File: src/logic/cpm_regs.vh
/*
 constants for the can controller pin function mux: register offsets,
 field positions, reset values and interface mode codes.
 assumes inclusion by bare name from the design files.
*/
`ifndef CPM_REGS_VH
`define CPM_REGS_VH
// register offsets on the internal register port
`define CPM_OFS_CPU_IF 8'h02
`define CPM_OFS_P1_SETUP_A 8'h9f
`define CPM_OFS_P1_SETUP_B 8'haf
// port 2 data and direction, own offsets
`define CPM_OFS_P2_DATA 8'hb0
`define CPM_OFS_P2_DIR 8'hb1
`define CPM_OFS_P1_DATA 8'hb2
// bus configuration, own offset
`define CPM_OFS_BUS_CFG 8'h2f
`define CPM_OFS_CLK_CFG 8'h1f
// field positions
`define CPM_BIT_INT_PIN_SEL 5
`define CPM_BIT_COMP_BYPASS 0
// reset values
`define CPM_RST_CPU_IF 8'h00
`define CPM_RST_BYTE 8'h00
`define CPM_RST_CLK_DIV 4'h0
// interface mode codes
`define CPM_MODE_MUX16 2'h0
`define CPM_MODE_MUX8 2'h1
`define CPM_MODE_NONMUX8 2'h2
`define CPM_MODE_SERIAL 2'h3
// warm reset least time, in us, and cycles at 100 mhz
`define CPM_WARM_RST_US 1000
`define CPM_CLK_MHZ 100
`define CPM_WARM_RST_CYC (`CPM_WARM_RST_US * `CPM_CLK_MHZ)
`endif

File: src/logic/cpm_line_codec.v
/*
 can line codec: receive comparator with bypass and complementary
 transmit pair. assumes rx inputs are already digital comparator results
 sampled on core_clk.
*/
`timescale 1ns/1ps
`default_nettype none
module cpm_line_codec (
  input wire core_clk,
  input wire rst,
  input wire rx_line_first,
  input wire rx_line_second,
  input wire comparator_bypass,
  input wire tx_bit,
  output reg rx_bit,
  output reg tx_drive_first,
  output reg tx_drive_second
);
  // receive decode and transmit drive, registered
  always @(posedge core_clk) begin
    if (rst) begin
      rx_bit <= 1'b1;
      tx_drive_first <= 1'b1;
      tx_drive_second <= 1'b0;
    end else begin
      if (comparator_bypass) begin
        // bypass: first line alone gives the level
        rx_bit <= rx_line_first;
      end else if (rx_line_first != rx_line_second) begin
        // first above second reads recessive (1), else dominant
        rx_bit <= rx_line_first & ~rx_line_second;
      end
      // recessive: high/low; dominant: low/high
      tx_drive_first <= tx_bit;
      tx_drive_second <= ~tx_bit;
    end
  end
endmodule // cpm_line_codec
`default_nettype wire

File: src/logic/cpm_clk_div.v
/*
 programmable clock output divider: produces a divided clock level and
 a one-cycle enable pulse. assumes a single core clock.
*/
`timescale 1ns/1ps
`default_nettype none
module cpm_clk_div #(
  parameter W = 4
) (
  input wire core_clk,
  input wire rst,
  input wire [W-1:0] div_sel,
  output reg clk_level,
  output reg tick
);
  reg [W-1:0] count; // cycles since last toggle
  // toggle the output every div_sel+1 cycles
  always @(posedge core_clk) begin
    if (rst) begin
      count <= {W{1'b0}};
      clk_level <= 1'b0;
      tick <= 1'b0;
    end else if (count >= div_sel) begin
      count <= {W{1'b0}};
      clk_level <= ~clk_level;
      tick <= 1'b1;
    end else begin
      count <= count + 1'b1;
      tick <= 1'b0;
    end
  end
endmodule // cpm_clk_div
`default_nettype wire

File: src/logic/cpm_pin_mux.v
/*
 pin function mux for a can controller: host bus pin assignment per
 interface mode, chip-select gating, interrupt pin relocation, port 1
 and port 2 general io, line codec and clock output.
 assumes all inputs synchronous to core_clk and an internal register
 port driven by the host bus decoder of the surrounding chip.
*/
`timescale 1ns/1ps
`default_nettype none
`include "cpm_regs.vh"
// Function
// - rx first above second reads recessive
// - bypass bit takes level from first input
// - recessive drives high/low, dominant low/high
// - select bit moves interrupt off default pin
// - interrupt is open-drain active low
// - select set: port 2 bit 6 is interrupt
// - host access only while chip select low
// - low pins: address/data, address, or low byte
// - serial mode reassigns low pins to configuration
// - high pins: data, high byte, or port 1
// - port 1 pull-ups until both setups written
// - port 2 general io, bit 7 high write
// - device provides programmable clock output
// - serial mode readiness pin carries data out
module cpm_pin_mux #(
  parameter CLK_DIV_W = 4
) (
  input wire core_clk,
  input wire rst,
  // interface mode straps
  input wire [1:0] if_mode,
  // host bus control
  input wire chip_select_n,
  // internal register port
  input wire reg_wr,
  input wire reg_rd,
  input wire [7:0] reg_addr,
  input wire [7:0] reg_wdata,
  output reg [7:0] reg_rdata,
  // core side data for the host bus pins
  input wire [15:0] core_bus_out,
  input wire core_bus_oe,
  output wire [15:0] core_bus_in,
  output wire host_access,
  input wire ready_in,
  input wire serial_data_out,
  input wire int_req,
  input wire high_byte_write_en,
  // host bus pins
  input wire [15:0] bus_pin_in,
  output reg [15:0] bus_pin_out,
  output reg [15:0] bus_pin_oe,
  output wire [7:0] port1_pullup_en,
  output reg ready_pin_out,
  output reg ready_pin_oe,
  // serial mode configuration
  output wire idle_clock_polarity,
  output wire clock_phase_select,
  output wire select_active_level,
  output wire serial_aux_select,
  output wire serial_mosi,
  output wire serial_sclk,
  // default interrupt pin
  output reg int_pin_out,
  output reg int_pin_oe,
  output reg half_supply_en,
  // port 2
  input wire [7:0] port2_in,
  output reg [7:0] port2_out,
  output reg [7:0] port2_oe,
  output wire high_byte_write_n,
  // can line
  input wire rx_line_first,
  input wire rx_line_second,
  input wire tx_bit,
  output wire rx_bit,
  output wire tx_drive_first,
  output wire tx_drive_second,
  // clock output
  output wire programmable_clock_out
);
  reg [7:0] cpu_interface_config; // holds interrupt pin select
  reg [7:0] port1_setup_first; // port 1 setup, first location
  reg [7:0] port1_setup_second; // port 1 setup, second location
  reg [7:0] bus_config; // holds comparator bypass
  reg [7:0] port1_data; // port 1 output data
  reg [7:0] port2_data; // port 2 output data
  reg [7:0] port2_dir; // port 2 direction, 1 drives
  reg [CLK_DIV_W-1:0] clk_div_sel; // clock out divider
  reg p1_seen_first; // first setup location written
  reg p1_seen_second; // second setup location written
  wire int_pin_select; // interrupt relocation bit
  wire comparator_bypass; // comparator skip bit
  wire access_ok; // chip select asserted
  wire serial_mode; // serial interface selected
  wire p1_configured; // both setup locations written
  wire p1_is_port; // high pins act as port 1

  assign int_pin_select = cpu_interface_config[`CPM_BIT_INT_PIN_SEL];
  assign comparator_bypass = bus_config[`CPM_BIT_COMP_BYPASS];
  assign access_ok = ~chip_select_n;
  assign host_access = access_ok;
  assign serial_mode = (if_mode == `CPM_MODE_SERIAL);
  assign p1_configured = p1_seen_first & p1_seen_second;
  assign p1_is_port = (if_mode == `CPM_MODE_MUX8) | serial_mode;

  // match an offset against the register port address
  function hit;
    input [7:0] a;
    input [7:0] ofs;
    begin
      hit = (a == ofs);
    end
  endfunction

  // register writes, gated by chip select
  always @(posedge core_clk) begin
    if (rst) begin
      cpu_interface_config <= `CPM_RST_CPU_IF;
      port1_setup_first <= `CPM_RST_BYTE;
      port1_setup_second <= `CPM_RST_BYTE;
      bus_config <= `CPM_RST_BYTE;
      port1_data <= `CPM_RST_BYTE;
      port2_data <= `CPM_RST_BYTE;
      port2_dir <= `CPM_RST_BYTE;
      clk_div_sel <= {CLK_DIV_W{1'b0}};
      p1_seen_first <= 1'b0;
      p1_seen_second <= 1'b0;
    end else if (reg_wr && access_ok) begin
      if (hit(reg_addr, `CPM_OFS_CPU_IF))
        cpu_interface_config <= reg_wdata;
      if (hit(reg_addr, `CPM_OFS_P1_SETUP_A)) begin
        port1_setup_first <= reg_wdata;
        p1_seen_first <= 1'b1;
      end
      if (hit(reg_addr, `CPM_OFS_P1_SETUP_B)) begin
        port1_setup_second <= reg_wdata;
        p1_seen_second <= 1'b1;
      end
      if (hit(reg_addr, `CPM_OFS_BUS_CFG))
        bus_config <= reg_wdata;
      if (hit(reg_addr, `CPM_OFS_P1_DATA))
        port1_data <= reg_wdata;
      if (hit(reg_addr, `CPM_OFS_P2_DATA))
        port2_data <= reg_wdata;
      if (hit(reg_addr, `CPM_OFS_P2_DIR))
        port2_dir <= reg_wdata;
      if (hit(reg_addr, `CPM_OFS_CLK_CFG))
        clk_div_sel <= reg_wdata[CLK_DIV_W-1:0];
    end
  end

  // register reads, pin levels shown for the ports
  always @(posedge core_clk) begin
    if (rst) begin
      reg_rdata <= 8'h00;
    end else if (reg_rd && access_ok) begin
      case (reg_addr)
        `CPM_OFS_CPU_IF: reg_rdata <= cpu_interface_config;
        `CPM_OFS_P1_SETUP_A: reg_rdata <= port1_setup_first;
        `CPM_OFS_P1_SETUP_B: reg_rdata <= port1_setup_second;
        `CPM_OFS_BUS_CFG: reg_rdata <= bus_config;
        `CPM_OFS_P1_DATA: reg_rdata <= bus_pin_in[15:8];
        `CPM_OFS_P2_DATA: reg_rdata <= port2_in;
        `CPM_OFS_P2_DIR: reg_rdata <= port2_dir;
        `CPM_OFS_CLK_CFG: reg_rdata <= {{(8-CLK_DIV_W){1'b0}}, clk_div_sel};
        default: reg_rdata <= 8'h00; // unmapped reads zero
      endcase
    end
  end

  // host bus inputs: low byte in every parallel mode, high byte by mode
  assign core_bus_in = {(p1_is_port ? 8'h00 : bus_pin_in[15:8]),
                        (serial_mode ? 8'h00 : bus_pin_in[7:0])};

  // serial mode configuration pins on the low byte
  assign idle_clock_polarity = serial_mode & bus_pin_in[0];
  assign clock_phase_select = serial_mode & bus_pin_in[1];
  assign select_active_level = serial_mode & bus_pin_in[2];
  assign serial_aux_select = serial_mode & bus_pin_in[3];
  assign serial_mosi = serial_mode & bus_pin_in[4];
  assign serial_sclk = serial_mode & bus_pin_in[6];

  // pull-ups on port 1 pins until configured
  assign port1_pullup_en = (p1_is_port && !p1_configured) ?
                           8'hff : 8'h00;

  // high byte write strobe only in 16-bit multiplexed mode
  assign high_byte_write_n = (if_mode == `CPM_MODE_MUX16) ?
                             port2_in[7] : 1'b1;

  // host bus pin drivers per mode
  always @(posedge core_clk) begin
    if (rst) begin
      bus_pin_out <= 16'h0000;
      bus_pin_oe <= 16'h0000;
    end else begin
      // low byte: driven only for reads in the multiplexed modes
      bus_pin_out[7:0] <= core_bus_out[7:0];
      if (!serial_mode && if_mode != `CPM_MODE_NONMUX8)
        bus_pin_oe[7:0] <= {8{core_bus_oe & access_ok}};
      else
        bus_pin_oe[7:0] <= 8'h00; // address only or serial inputs
      if (p1_is_port) begin
        // high byte as port 1 general io
        bus_pin_out[15:8] <= port1_data;
        bus_pin_oe[15:8] <= p1_configured ? port1_setup_first : 8'h00;
      end else begin
        // high byte as data or high address/data
        bus_pin_out[15:8] <= core_bus_out[15:8];
        bus_pin_oe[15:8] <= {8{core_bus_oe & access_ok}};
      end
    end
  end

  // readiness pin doubles as serial data out, open drain otherwise
  always @(posedge core_clk) begin
    if (rst) begin
      ready_pin_out <= 1'b0;
      ready_pin_oe <= 1'b0;
    end else if (serial_mode) begin
      ready_pin_out <= serial_data_out;
      ready_pin_oe <= access_ok;
    end else begin
      ready_pin_out <= 1'b0;
      ready_pin_oe <= access_ok & ~ready_in;
    end
  end

  // interrupt placement and port 2 drivers
  always @(posedge core_clk) begin
    if (rst) begin
      int_pin_out <= 1'b0;
      int_pin_oe <= 1'b0;
      half_supply_en <= 1'b0;
      port2_out <= 8'h00;
      port2_oe <= 8'h00;
    end else begin
      port2_out <= port2_data;
      port2_oe <= port2_dir;
      if (if_mode == `CPM_MODE_MUX16)
        port2_oe[7] <= 1'b0; // bit 7 is strobe input
      if (int_pin_select) begin
        // default pin gives half supply, interrupt on port 2 bit 6
        half_supply_en <= 1'b1;
        int_pin_out <= 1'b0;
        int_pin_oe <= 1'b0;
        port2_out[6] <= 1'b0;
        port2_oe[6] <= int_req;
      end else begin
        // open-drain low while interrupt pending
        half_supply_en <= 1'b0;
        int_pin_out <= 1'b0;
        int_pin_oe <= int_req;
      end
    end
  end

  // can line encoding
  cpm_line_codec u_codec (
    .core_clk(core_clk),
    .rst(rst),
    .rx_line_first(rx_line_first),
    .rx_line_second(rx_line_second),
    .comparator_bypass(comparator_bypass),
    .tx_bit(tx_bit),
    .rx_bit(rx_bit),
    .tx_drive_first(tx_drive_first),
    .tx_drive_second(tx_drive_second)
  );

  // programmable clock output
  cpm_clk_div #(.W(CLK_DIV_W)) u_clkdiv (
    .core_clk(core_clk),
    .rst(rst),
    .div_sel(clk_div_sel),
    .clk_level(programmable_clock_out),
    .tick()
  );
endmodule // cpm_pin_mux
`default_nettype wire

File: config.mk
export PLATFORM = sky130hd
export DESIGN_NAME = cpm_pin_mux
export DESIGN_NICKNAME = d
export VERILOG_FILES = /design/src/logic/cpm_line_codec.v /design/src/logic/cpm_clk_div.v /design/src/logic/cpm_pin_mux.v
export VERILOG_INCLUDE_DIRS = /design/src /design/src/logic
export SDC_FILE = /design/constraint.sdc
export NUM_CORES = 1
export LEC_CHECK = 0
export ABC_CLOCK_PERIOD_IN_PS = 2500
export BUFFER_PORTS_ARGS = -buffer_cell sky130_fd_sc_hd__buf_2
export CORE_UTILIZATION = 35
export DETAILED_ROUTE_END_ITERATION = 7
export PLACE_DENSITY_LB_ADDON = 0.08
export SLEW_MARGIN = 30
export SYNTH_ARGS = -nofsm -noshare
export SYNTH_HDL_FRONTEND = slang
export SYNTH_SLANG_ARGS = --single-unit
File: constraint.sdc
create_clock -name core_clk -period 2.5 [get_ports core_clk]
set_input_delay 0.125 -clock core_clk [delete_from_list [all_inputs] [get_ports core_clk]]
set_output_delay 0.125 -clock core_clk [all_outputs]
set_load 0.1 [all_outputs]
---- Word-level counts from Yosys, hierarchy flattened ----
Index checks and enable logic that the tools add are counted.
W data, S select, Z words.
word-level totals
  output and inout port bits .............. 97
  logic and storage cells ................. 93
  flip-flop bits (word level) ............. 123
cells by class
  add/sub/neg operators ................... 1
  equality and inequality tests ........... 12
  muxes and demuxes ....................... 13
  $lt $le $gt $ge ......................... 1
  reduce and logical (&&, ||, !) cells .... 21
  bitwise gates (word level) .............. 18
operators by type and width
  operator               count
  $pmux W8 S8            1
  $mux W8                6
  $eq A8 B8 Y1 const B   5
  $reduce_and A2 Y1      8
  $and A1 B1 Y1          10
  $reduce_or A2 Y1       5
  $eq A8 B2 Y1 const B   1
  $eq A8 B5 Y1 const B   1
  $eq A8 B6 Y1 const B   1
  $not A1 Y1             7
  $mux W1                6
  $add A4 B1 Y4 const B  1
  $ge A4 B4 Y1           1
  $logic_and A1 B1 Y1    4
  $eq A2 B1 Y1 const B   1
  $eq A2 B2 Y1 const B   1
  $logic_not A1 Y1       2
  $logic_not A2 Y1       1
  $ne A2 B2 Y1 const B   1
  $reduce_bool A2 Y1     1
  $ne A1 B1 Y1           1
  $or A1 B1 Y1           1

---- Depth between registers and ports, before layout ----
Gate-level depths: netlist (run 1).
  depth after elaboration ................. 5
  mapped depth ............................ 8
  mapped depth without buffers ............ 7

---- By module ----
A second synthesis (run 1) with hierarchy kept.
unflattened totals
  cells, all modules ...................... 547
  area, all modules ....................... 5159.9 µm²
modules (own cells, without submodules)
  module          instances  cells each  area an instance (µm²)  seq. area each (µm²)
  cpm_pin_mux     1          503         4725.8                  2302.2
  cpm_clk_div     1          33          324.1                   120.1
  cpm_line_codec  1          11          110.1                   60.1

---- Worst setup path before layout (run 1) ----
Ideal clock, no wire load.
  path kind ............................... input to output
  start point ............................. input port if_mode[0]
  end point ............................... output port port1_pullup_en[1]
  data arrival time ....................... 3.896 ns
  data required time ...................... 2.375 ns
  path buffers ............................ 3
  path slack .............................. -1.521 ns
  stages .................................. 4
  cells stage by stage .................... clkbuf_1 -> clkbuf_1 -> a21boi_0 -> buf_4
on the way
  cells in the longest elaborated chain, start to end .. 4
ends and longest elaborated chain
  element                                                               RTL line           text
  from (decl)                                                           cpm_pin_mux.v:32   input wire [1:0] if_mode,
  $eq A2 B1 Y1 (no source line) / $eq A2 B2 Y1 (equally long branches)  -
  $or A1 B1 Y1 *                                                        cpm_pin_mux.v:106  assign p1_is_port = (if_mode == `CPM_MODE_MUX8) | serial_mode;
  $logic_and A1 B1 Y1 *                                                 cpm_pin_mux.v:186  assign port1_pullup_en = (p1_is_port && !p1_configured) ?
  $mux W8 *                                                             cpm_pin_mux.v:186
  to (decl)                                                             cpm_pin_mux.v:54   output wire [7:0] port1_pullup_en,
Every way passes the cells marked *; elsewhere a longest branch is shown, timed or not.

---- Worst setup path after layout (run 1) ----
  start point ............................. register u_clkdiv.count[0]
  end point ............................... register u_clkdiv.clk_level
on the way
  cells in the longest elaborated chain, start to end .. 1
ends and longest elaborated chain
  element                 RTL line          text
  from (decl)             cpm_clk_div.v:16  reg [W-1:0] count;
  from (signal assigned)  cpm_clk_div.v:20  count <= {W{1'b0}};
  from (signal assigned)  cpm_clk_div.v:24  count <= {W{1'b0}};
  from (signal assigned)  cpm_clk_div.v:28  count <= count + 1'b1;
  $ge A4 B4 Y1            cpm_clk_div.v:23  end else if (count >= div_sel) begin
  to (signal assigned)    cpm_clk_div.v:25  clk_level <= ~clk_level;
  to (decl)               cpm_clk_div.v:13  output reg clk_level,
Every way passes these cells.
A chain may end at the register's enable or synchronous reset.

==> results of run 1 <==
-- worst max-delay path, stage by stage, from the launching register on --
cell and delay (ns):
dfxtp_1 0.38, inv_1 0.06, ha_1 0.25, nand2b_1 0.14, a21o_1 0.17, a21o_1 0.16, a21o_1 0.22, mux2_1 0.32
-- registers in the layout, summed over array words and instances (netlist names), 4 cells and up --
register and count:
bus_config 8, bus_pin_oe 9, bus_pin_out 16, clk_div_sel 4
cpu_interface_config 8, port1_data 8, port1_setup_first 8, port1_setup_second 8
port2_data 8, port2_dir 8, port2_oe 8, port2_out 8
reg_rdata 8, u_clkdiv.count 4
-- final timing paths --
kind / end / slack (ns) / cells after the start
worst min-delay path: port2_oe[7]$_SDFF_PP0_ / 0.07 / 3
worst max-delay path: u_clkdiv.clk_level$_SDFFE_PP0P_ / 0.70 / 7
worst min register to register: bus_config[6]$_SDFFE_PP0P_ / 0.46 / 2
worst max register to register: u_clkdiv.clk_level$_SDFFE_PP0P_ / 0.70 / 7
-- metal layers --
layer	wire length, um	up-vias	share of wire (%)
met5	0	-	0
met4	221	0	1.6
met3	760	18	5.4
met2	6900	153	49
met1	6070	2050	44
li1	-	2166	-
-- cell families (layout without fill, tap and decap cells) --
logic type / Yosys count / after routing / share of synthesized area, %
xor+xnor: 2 / 2 / 0.340
mux: 78 / 78 / 15.3
fa+ha+maj: 6 / 6 / 1.46
compound gates: 69 / 69 / 8.84
other cells: 1 / 2 / 0.0728
simple gates: 196 / 196 / 20.1
buf+inv: 63 / 239 / 6.14
flops: 123 / 123 / 47.8
-- where the power goes --
part           internal, uW  leakage, uW  total (uW)  switching, uW
combinational           153      0.00191         717            564
clock                  1840     0.000323        2720            877
sequential             1980     0.000996        1990           6.66
-- stage by stage --
stage / utilization (%) / setup WS (ns) / cells / instance area [um2] / hold WS, ns
floorplan: - / 0.194 / 538 / 5160 / 0.202
global placement: 42.6 / 0.518 / 838 / 6000 / 0.316
detailed placement: 42.6 / 0.480 / 838 / 6000 / 0.324
CTS: 49.0 / 0.670 / 894 / 6900 / 0.0456
global route: 49.0 / 0.582 / 895 / 6900 / 0.0772
finish: 49.0 / 0.695 / 895 / 6900 / 0.0662
-- layout make-up --
| type | instances | area [um2] | share of cell area, % |
|---|---|---|---|
| sequential | 123 | 2460 | 35.7 |
| multi-input combinational | 352 | 2380 | 34.4 |
| timing repair buffer | 196 | 1130 | 16.4 |
| clock buffer | 21 | 470 | 6.82 |
| tap | 180 | 225 | 3.26 |
| clock inverter | 11 | 190 | 2.76 |
| inverter | 11 | 41.3 | 0.598 |
| antenna | 1 | 2.50 | 0.0363 |
-- cells in the final DEF, fill, tap and decap left out, types with 6 or more instances in the layout --
master / count
a21oi_1: 28
a22oi_1: 9
and2_1: 11
and3_1: 10
buf_2: 164
buf_4: 7
clkbuf_16: 17
dfxtp_1: 123
dlygate4sd3_1: 24
ha_1: 6
inv_1: 11
mux2i_1: 73
nand2_1: 27
nand3_1: 14
nor2_1: 65
nor2b_1: 34
nor3_1: 6
o22ai_1: 6
==> metrics.md, run 1 <==
| Metric | Value |
|---|---|
| Outcome | finished, final reports clean |
| Filler cell count | 1,352 |
| Antenna violations before repair | 1 |
| Max_cap viols | 0 |
| Synth top area share | 47.8% |
| CTS tree | built |
| Synth area leader | dfxtp_1 |
| Vias in the first global route | 4,039 |
| Synth-to-layout area growth | 34.0% |
| Crit Path Max Fanout | 5 |
| Total GRT Usage | 18.9% |
| Achievable Freq | 554 MHz |
| Worst-path clk slew | 0.05 ns |
| Clock sink count | 123 |
| H-tree levels | 4 |
| Rows | 43 |
| Final min period | 1.80 ns |
| GRT met1 Usage | 22.5% |
| CP Capture Type | flop |
| Worst path arrival time | 2.10 ns |
| Die Width | 123 um |
| Max transition margin | 62.9% |
| Mapped Cells | 538 |
| Cts bufs inserted | 17 |
| Worst hold path type | in -> reg |
| Cells resized by post-CTS repair | 0 |
| Io pins | 168 |
| GR peak layer | met2 |
| CTS Hold Bufs | 24 |
| Initial cell density of the core | 36.6% |
| Post-detail-place hpwl | 9870 um |
| Die height | 123 um |
| RSZ-0062 raised after global routing | no |
| Number of DRC violations after detailed-routing iteration 0 | 191 |
| Root buffer cell | clkbuf_16 |
| Ys async rst share | 0% |
| Post-Syn Area | 5150 um2 |
| Leading cell types by count after synthesis | dfxtp_1 (123), mux2i_1 (73), nor2_1 (65) |
| Die area | 15,200 um2 |
| Port buffer count | 165 |
| Worst setup SP type | flop |
| # DRC | 0 |
| WP data required | 2.80 ns |
| Mean number of vias per cell | 4.90 |
| Critical R2R Launch | u_clkdiv.count[0]$_SDFF_PP0_ |
| Avg WL per Cell | 15.6 um |
| Core Area | 14,100 um2 |
| Crit. Startpoint | u_clkdiv.count[0]$_SDFF_PP0_ |
| WS Path Type | reg -> reg |
| Worst min-delay path startpoint | if_mode[1] |
| Post-synthesis area per instance | 9.58 um2 |
| Final Setup Violations | 0 |
| Clock Skew | 0.00590 ns |
| Router iterations before antenna repair | 5 |
| First-pass GRT wire length | 21,100 um |
| Tcrit/Tclk final | 72.2% |
| M3 GR Usage | 4.80% |
| Clk buf depth | 2 |
| Worst-margin pin slew | 0.555 ns |
| Yosys warns | 0 |
| Setup TNS | 0 ns |
| Top FF cell, synth | dfxtp_1 |
| Largest net degree at the start of global routing | 55 |
| GRT overflow | 0 |
| M2 GR Usage | 32.2% |
| Final Net Count | 778 |
| Top post-synthesis cells by area | dfxtp_1 (48%), mux2i_1 (14%), nor2_1 (4.7%), nor2b_1 (4.1%), buf_4 (2.8%) |
| Via count | 4,387 |
| Worst skew pair latency | 0.42 ns |
| Setup Buffers After CTS | 0 |
| Syn nets | 615 |
| Pleak | 0.00323 uW |
| Fin. Hold Viols | 0 |
| Share of layout cells above drive strength 1 | 30.3% |
| Power Density | 787 nW/um2 |
| Worst vdd rail ir drop | 0.457 mV |
| Top-count cell post-synth | dfxtp_1 |
| Global placer's final weighted congestion | 0.839 |
| Synth Register Bits | 123 |
| EDFF count, synth | 0 |
| Routed WL | 14,000 um |
| Routed Antenna Nets | 0 |
| Pwr Total | 5430 uW |
| Slew Viols, Final | 0 |
| Cell variety after synth | 53 |
| Sequential-to-total area share from yosys stat | 47.8% |
No activity file was read; power rests on OpenSTA's default activity.
==> run 2: changes to the inputs <==
- ABC_CLOCK_PERIOD_IN_PS: 2500 -> 1600
- clock period: 2.5 -> 1.6 ns (I/O delays scaled with it)
==> metrics.md, run 2 (synthesis results as in run 1) <==
| Metric | Value |
|---|---|
| Outcome | finished, final reports clean |
| Number of flip-flops in the largest register | 16 (unchanged) |
| First-pass GRT wire length | 22,400 um (+6.4%) |
| Worst path arrival time | 1.87 ns (-0.23 ns) |
| Power Density | 1120 nW/um2 (+42%) |
| Final instance area | 7320 um2 (+6.0%) |
| FF+latch area | 2470 um2 (+0.15%) |
| Die area | 15,200 um2 (unchanged) |
| Post-layout util | 51.9% (+2.9 points) |
| Final Net Count | 800 (+2.8%) |
| Port buffer count | 165 (unchanged) |
| Worst-margin pin slew | 0.543 ns (-0.0120 ns) |
| Initial cell density of the core | 36.6% (unchanged) |
| Die height | 123 um (unchanged) |
| Cts bufs inserted | 17 (unchanged) |
| # DRC | 0 (unchanged) |
| Vias in the first global route | 4,244 (+5.1%) |
| Clock sink count | 123 (unchanged) |
| Max_cap viols | 0 (unchanged) |
| Filler cell count | 1,315 (-2.7%) |
| Worst vdd rail ir drop | 0.895 mV (+96%) |
| Commonest non-fill, non-tap cell in the layout | buf_2 |
| RSZ-0062 raised after global routing | yes |
| Post-detail-place hpwl | 10,700 um (+8.2%) |
| Fin. Hold Viols | 0 (unchanged) |
| Clock Skew | 0.00537 ns (-0.000535 ns) |
| Crit Path Max Fanout | 2 (-3) |
| Worst setup SP type | flop |
| WP data required | 1.90 ns (-0.90 ns) |
| WS Path Type | reg -> reg |
| Root buffer cell | clkbuf_16 |
| Worst hold path type | in -> reg |
| Io pins | 168 (unchanged) |
| Via count | 4,515 (+2.9%) |
| Core Area | 14,100 um2 (unchanged) |
| Mean number of vias per cell | 4.94 (+0.78%) |
| Number of diodes | 0 (-1) |
| Routed Antenna Nets | 0 (unchanged) |
| Finished Layout Cells | 914 (+2.1%) |
| Slowest CP cell | dfxtp_2 |
| Achievable Freq | 639 MHz (+15%) |
| Slew Viols, Final | 0 (unchanged) |
| Largest regs | bus_pin_out: 16 flops, bus_pin_oe: 9 flops |
| Global placer's final weighted congestion | 0.890 (+6.1%) |
| Largest net degree at the start of global routing | 57 (+3.6%) |
| Max transition margin | 64.1% (+1.2 points) |
| Routed WL | 14,700 um (+5.4%) |
| Multi-input gate area | 2440 um2 (+2.7%) |
| Worst skew pair latency | 0.41 ns (about the same) |
| Final Setup Violations | 0 (unchanged) |
| Die Width | 123 um (unchanged) |
| Critical path cell sequence | inv_2, ha_4, nand2b_4, a21o_1, a21o_1, a21o_1, mux2_4 |
| Clk buf depth | 2 (unchanged) |
| CP Capture Type | flop |
| Rows | 43 (unchanged) |
| Biggest register | bus_pin_out |
| Tcrit/Tclk final | 97.8% (+26 points) |
| Number of DRC violations after detailed-routing iteration 0 | 225 (+18%) |
| Pleak | 0.00340 uW (+5.3%) |
| Most used cell, CP | a21o_1 |
| Antenna violations before repair | 0 (-1) |
| Avg WL per Cell | 16.1 um (+3.2%) |
| Router iterations before antenna repair | 5 (unchanged) |
| Synth-to-layout area growth | 42.0% |
| CTS tree | built |
| Placed Cells | 859 (+2.5%) |
| Total GRT Usage | 20.1% (+1.2 points) |
| Share of layout cells above drive strength 1 | 33.7% (+3.4 points) |
| Placed Area | 6420 um2 (+7.0%) |
| Most frequent cells in the layout | buf_2 (150), dfxtp_1 (120), mux2i_1 (73) |
| Delay of the slowest cell on the worst path | 0.33 ns (-0.05 ns) |
| Final min period | 1.57 ns (-0.239 ns) |
| Worst-path clk slew | 0.05 ns (about the same) |
| H-tree levels | 4 (unchanged) |
| GRT overflow | 0 (unchanged) |
-- run 2: layer usage --
| layer | wire, um | vias up | part of all wire, % | global-route usage [%] |
|---|---|---|---|---|
| li1 | - | 2208 | - | - |
| met4 | 155 | 0 | 1.1 | 6.70 |
| met5 | 0 | - | 0 | 0 |
| met3 | 856 | 13 | 5.8 | 4.70 |
| met1 | 6560 | 2146 | 45 | 24.5 |
| met2 | 7140 | 148 | 49 | 34.5 |
-- run 2: report_power, final --
| group | switching, uW | internal [uW] |
|---|---|---|
| sequential | 10.4 | 3100 |
| clock | 1310 | 2510 |
| combinational | 908 | 321 |
-- run 2: worst paths after layout --
path,start,endpoint,slack [ns],cells past startpoint
min,if_mode[1],port2_oe[7]$_SDFF_PP0_,0.01,3
max,u_clkdiv.count[0]$_SDFF_PP0_,u_clkdiv.clk_level$_SDFFE_PP0P_,0.03,7
min reg2reg,bus_config[3]$_SDFFE_PP0P_,bus_config[3]$_SDFFE_PP0P_,0.46,2
max reg2reg,u_clkdiv.count[0]$_SDFF_PP0_,u_clkdiv.clk_level$_SDFFE_PP0P_,0.03,7
-- run 2: repair_timing --
item | CTS | global route
endpoints found under the hold margin | 24 | 0
setup endpoints to repair | 12 | 5
pin swaps | 1 | 0
hold buffers | 24 | 0
gates resized for setup | 5 | 5
buffers inserted | 1 | 0
-- run 2: worst max-delay path, delay by kind of cell, from the launching register on --
family | cells | cell delay (ns)
AOI/OAI and AO/OA | 3 | 0.47
adders and majority gates | 1 | 0.20
buffers and inverters | 1 | 0.04
DFF | 1 | 0.33
muxes | 1 | 0.29
and+or+nand+nor | 1 | 0.13
-- run 2: layout make-up --
class,instances,share of cell area [%]
tap,180,3.08
clock buffer,23,6.40
sequential,123,33.7
multi-input combinational,352,33.4
inverter,11,0.564
timing repair buffer,218,21.3
clock inverter,7,1.59
-- run 2: stage by stage --
step	TNS [ns]	total power, uW	setup WS [ns]	hold WS [ns]
after floorplan	-2.02	4060	-0.304	0.157
after global placement	-0.563	4350	-0.0703	0.278
after detailed placement	-0.0794	4360	-0.0301	0.277
after CTS	0	8230	0.00628	0.00328
after global routing	-0.0285	8450	-0.0177	0.0235
final	0	8160	0.0349	0.0142
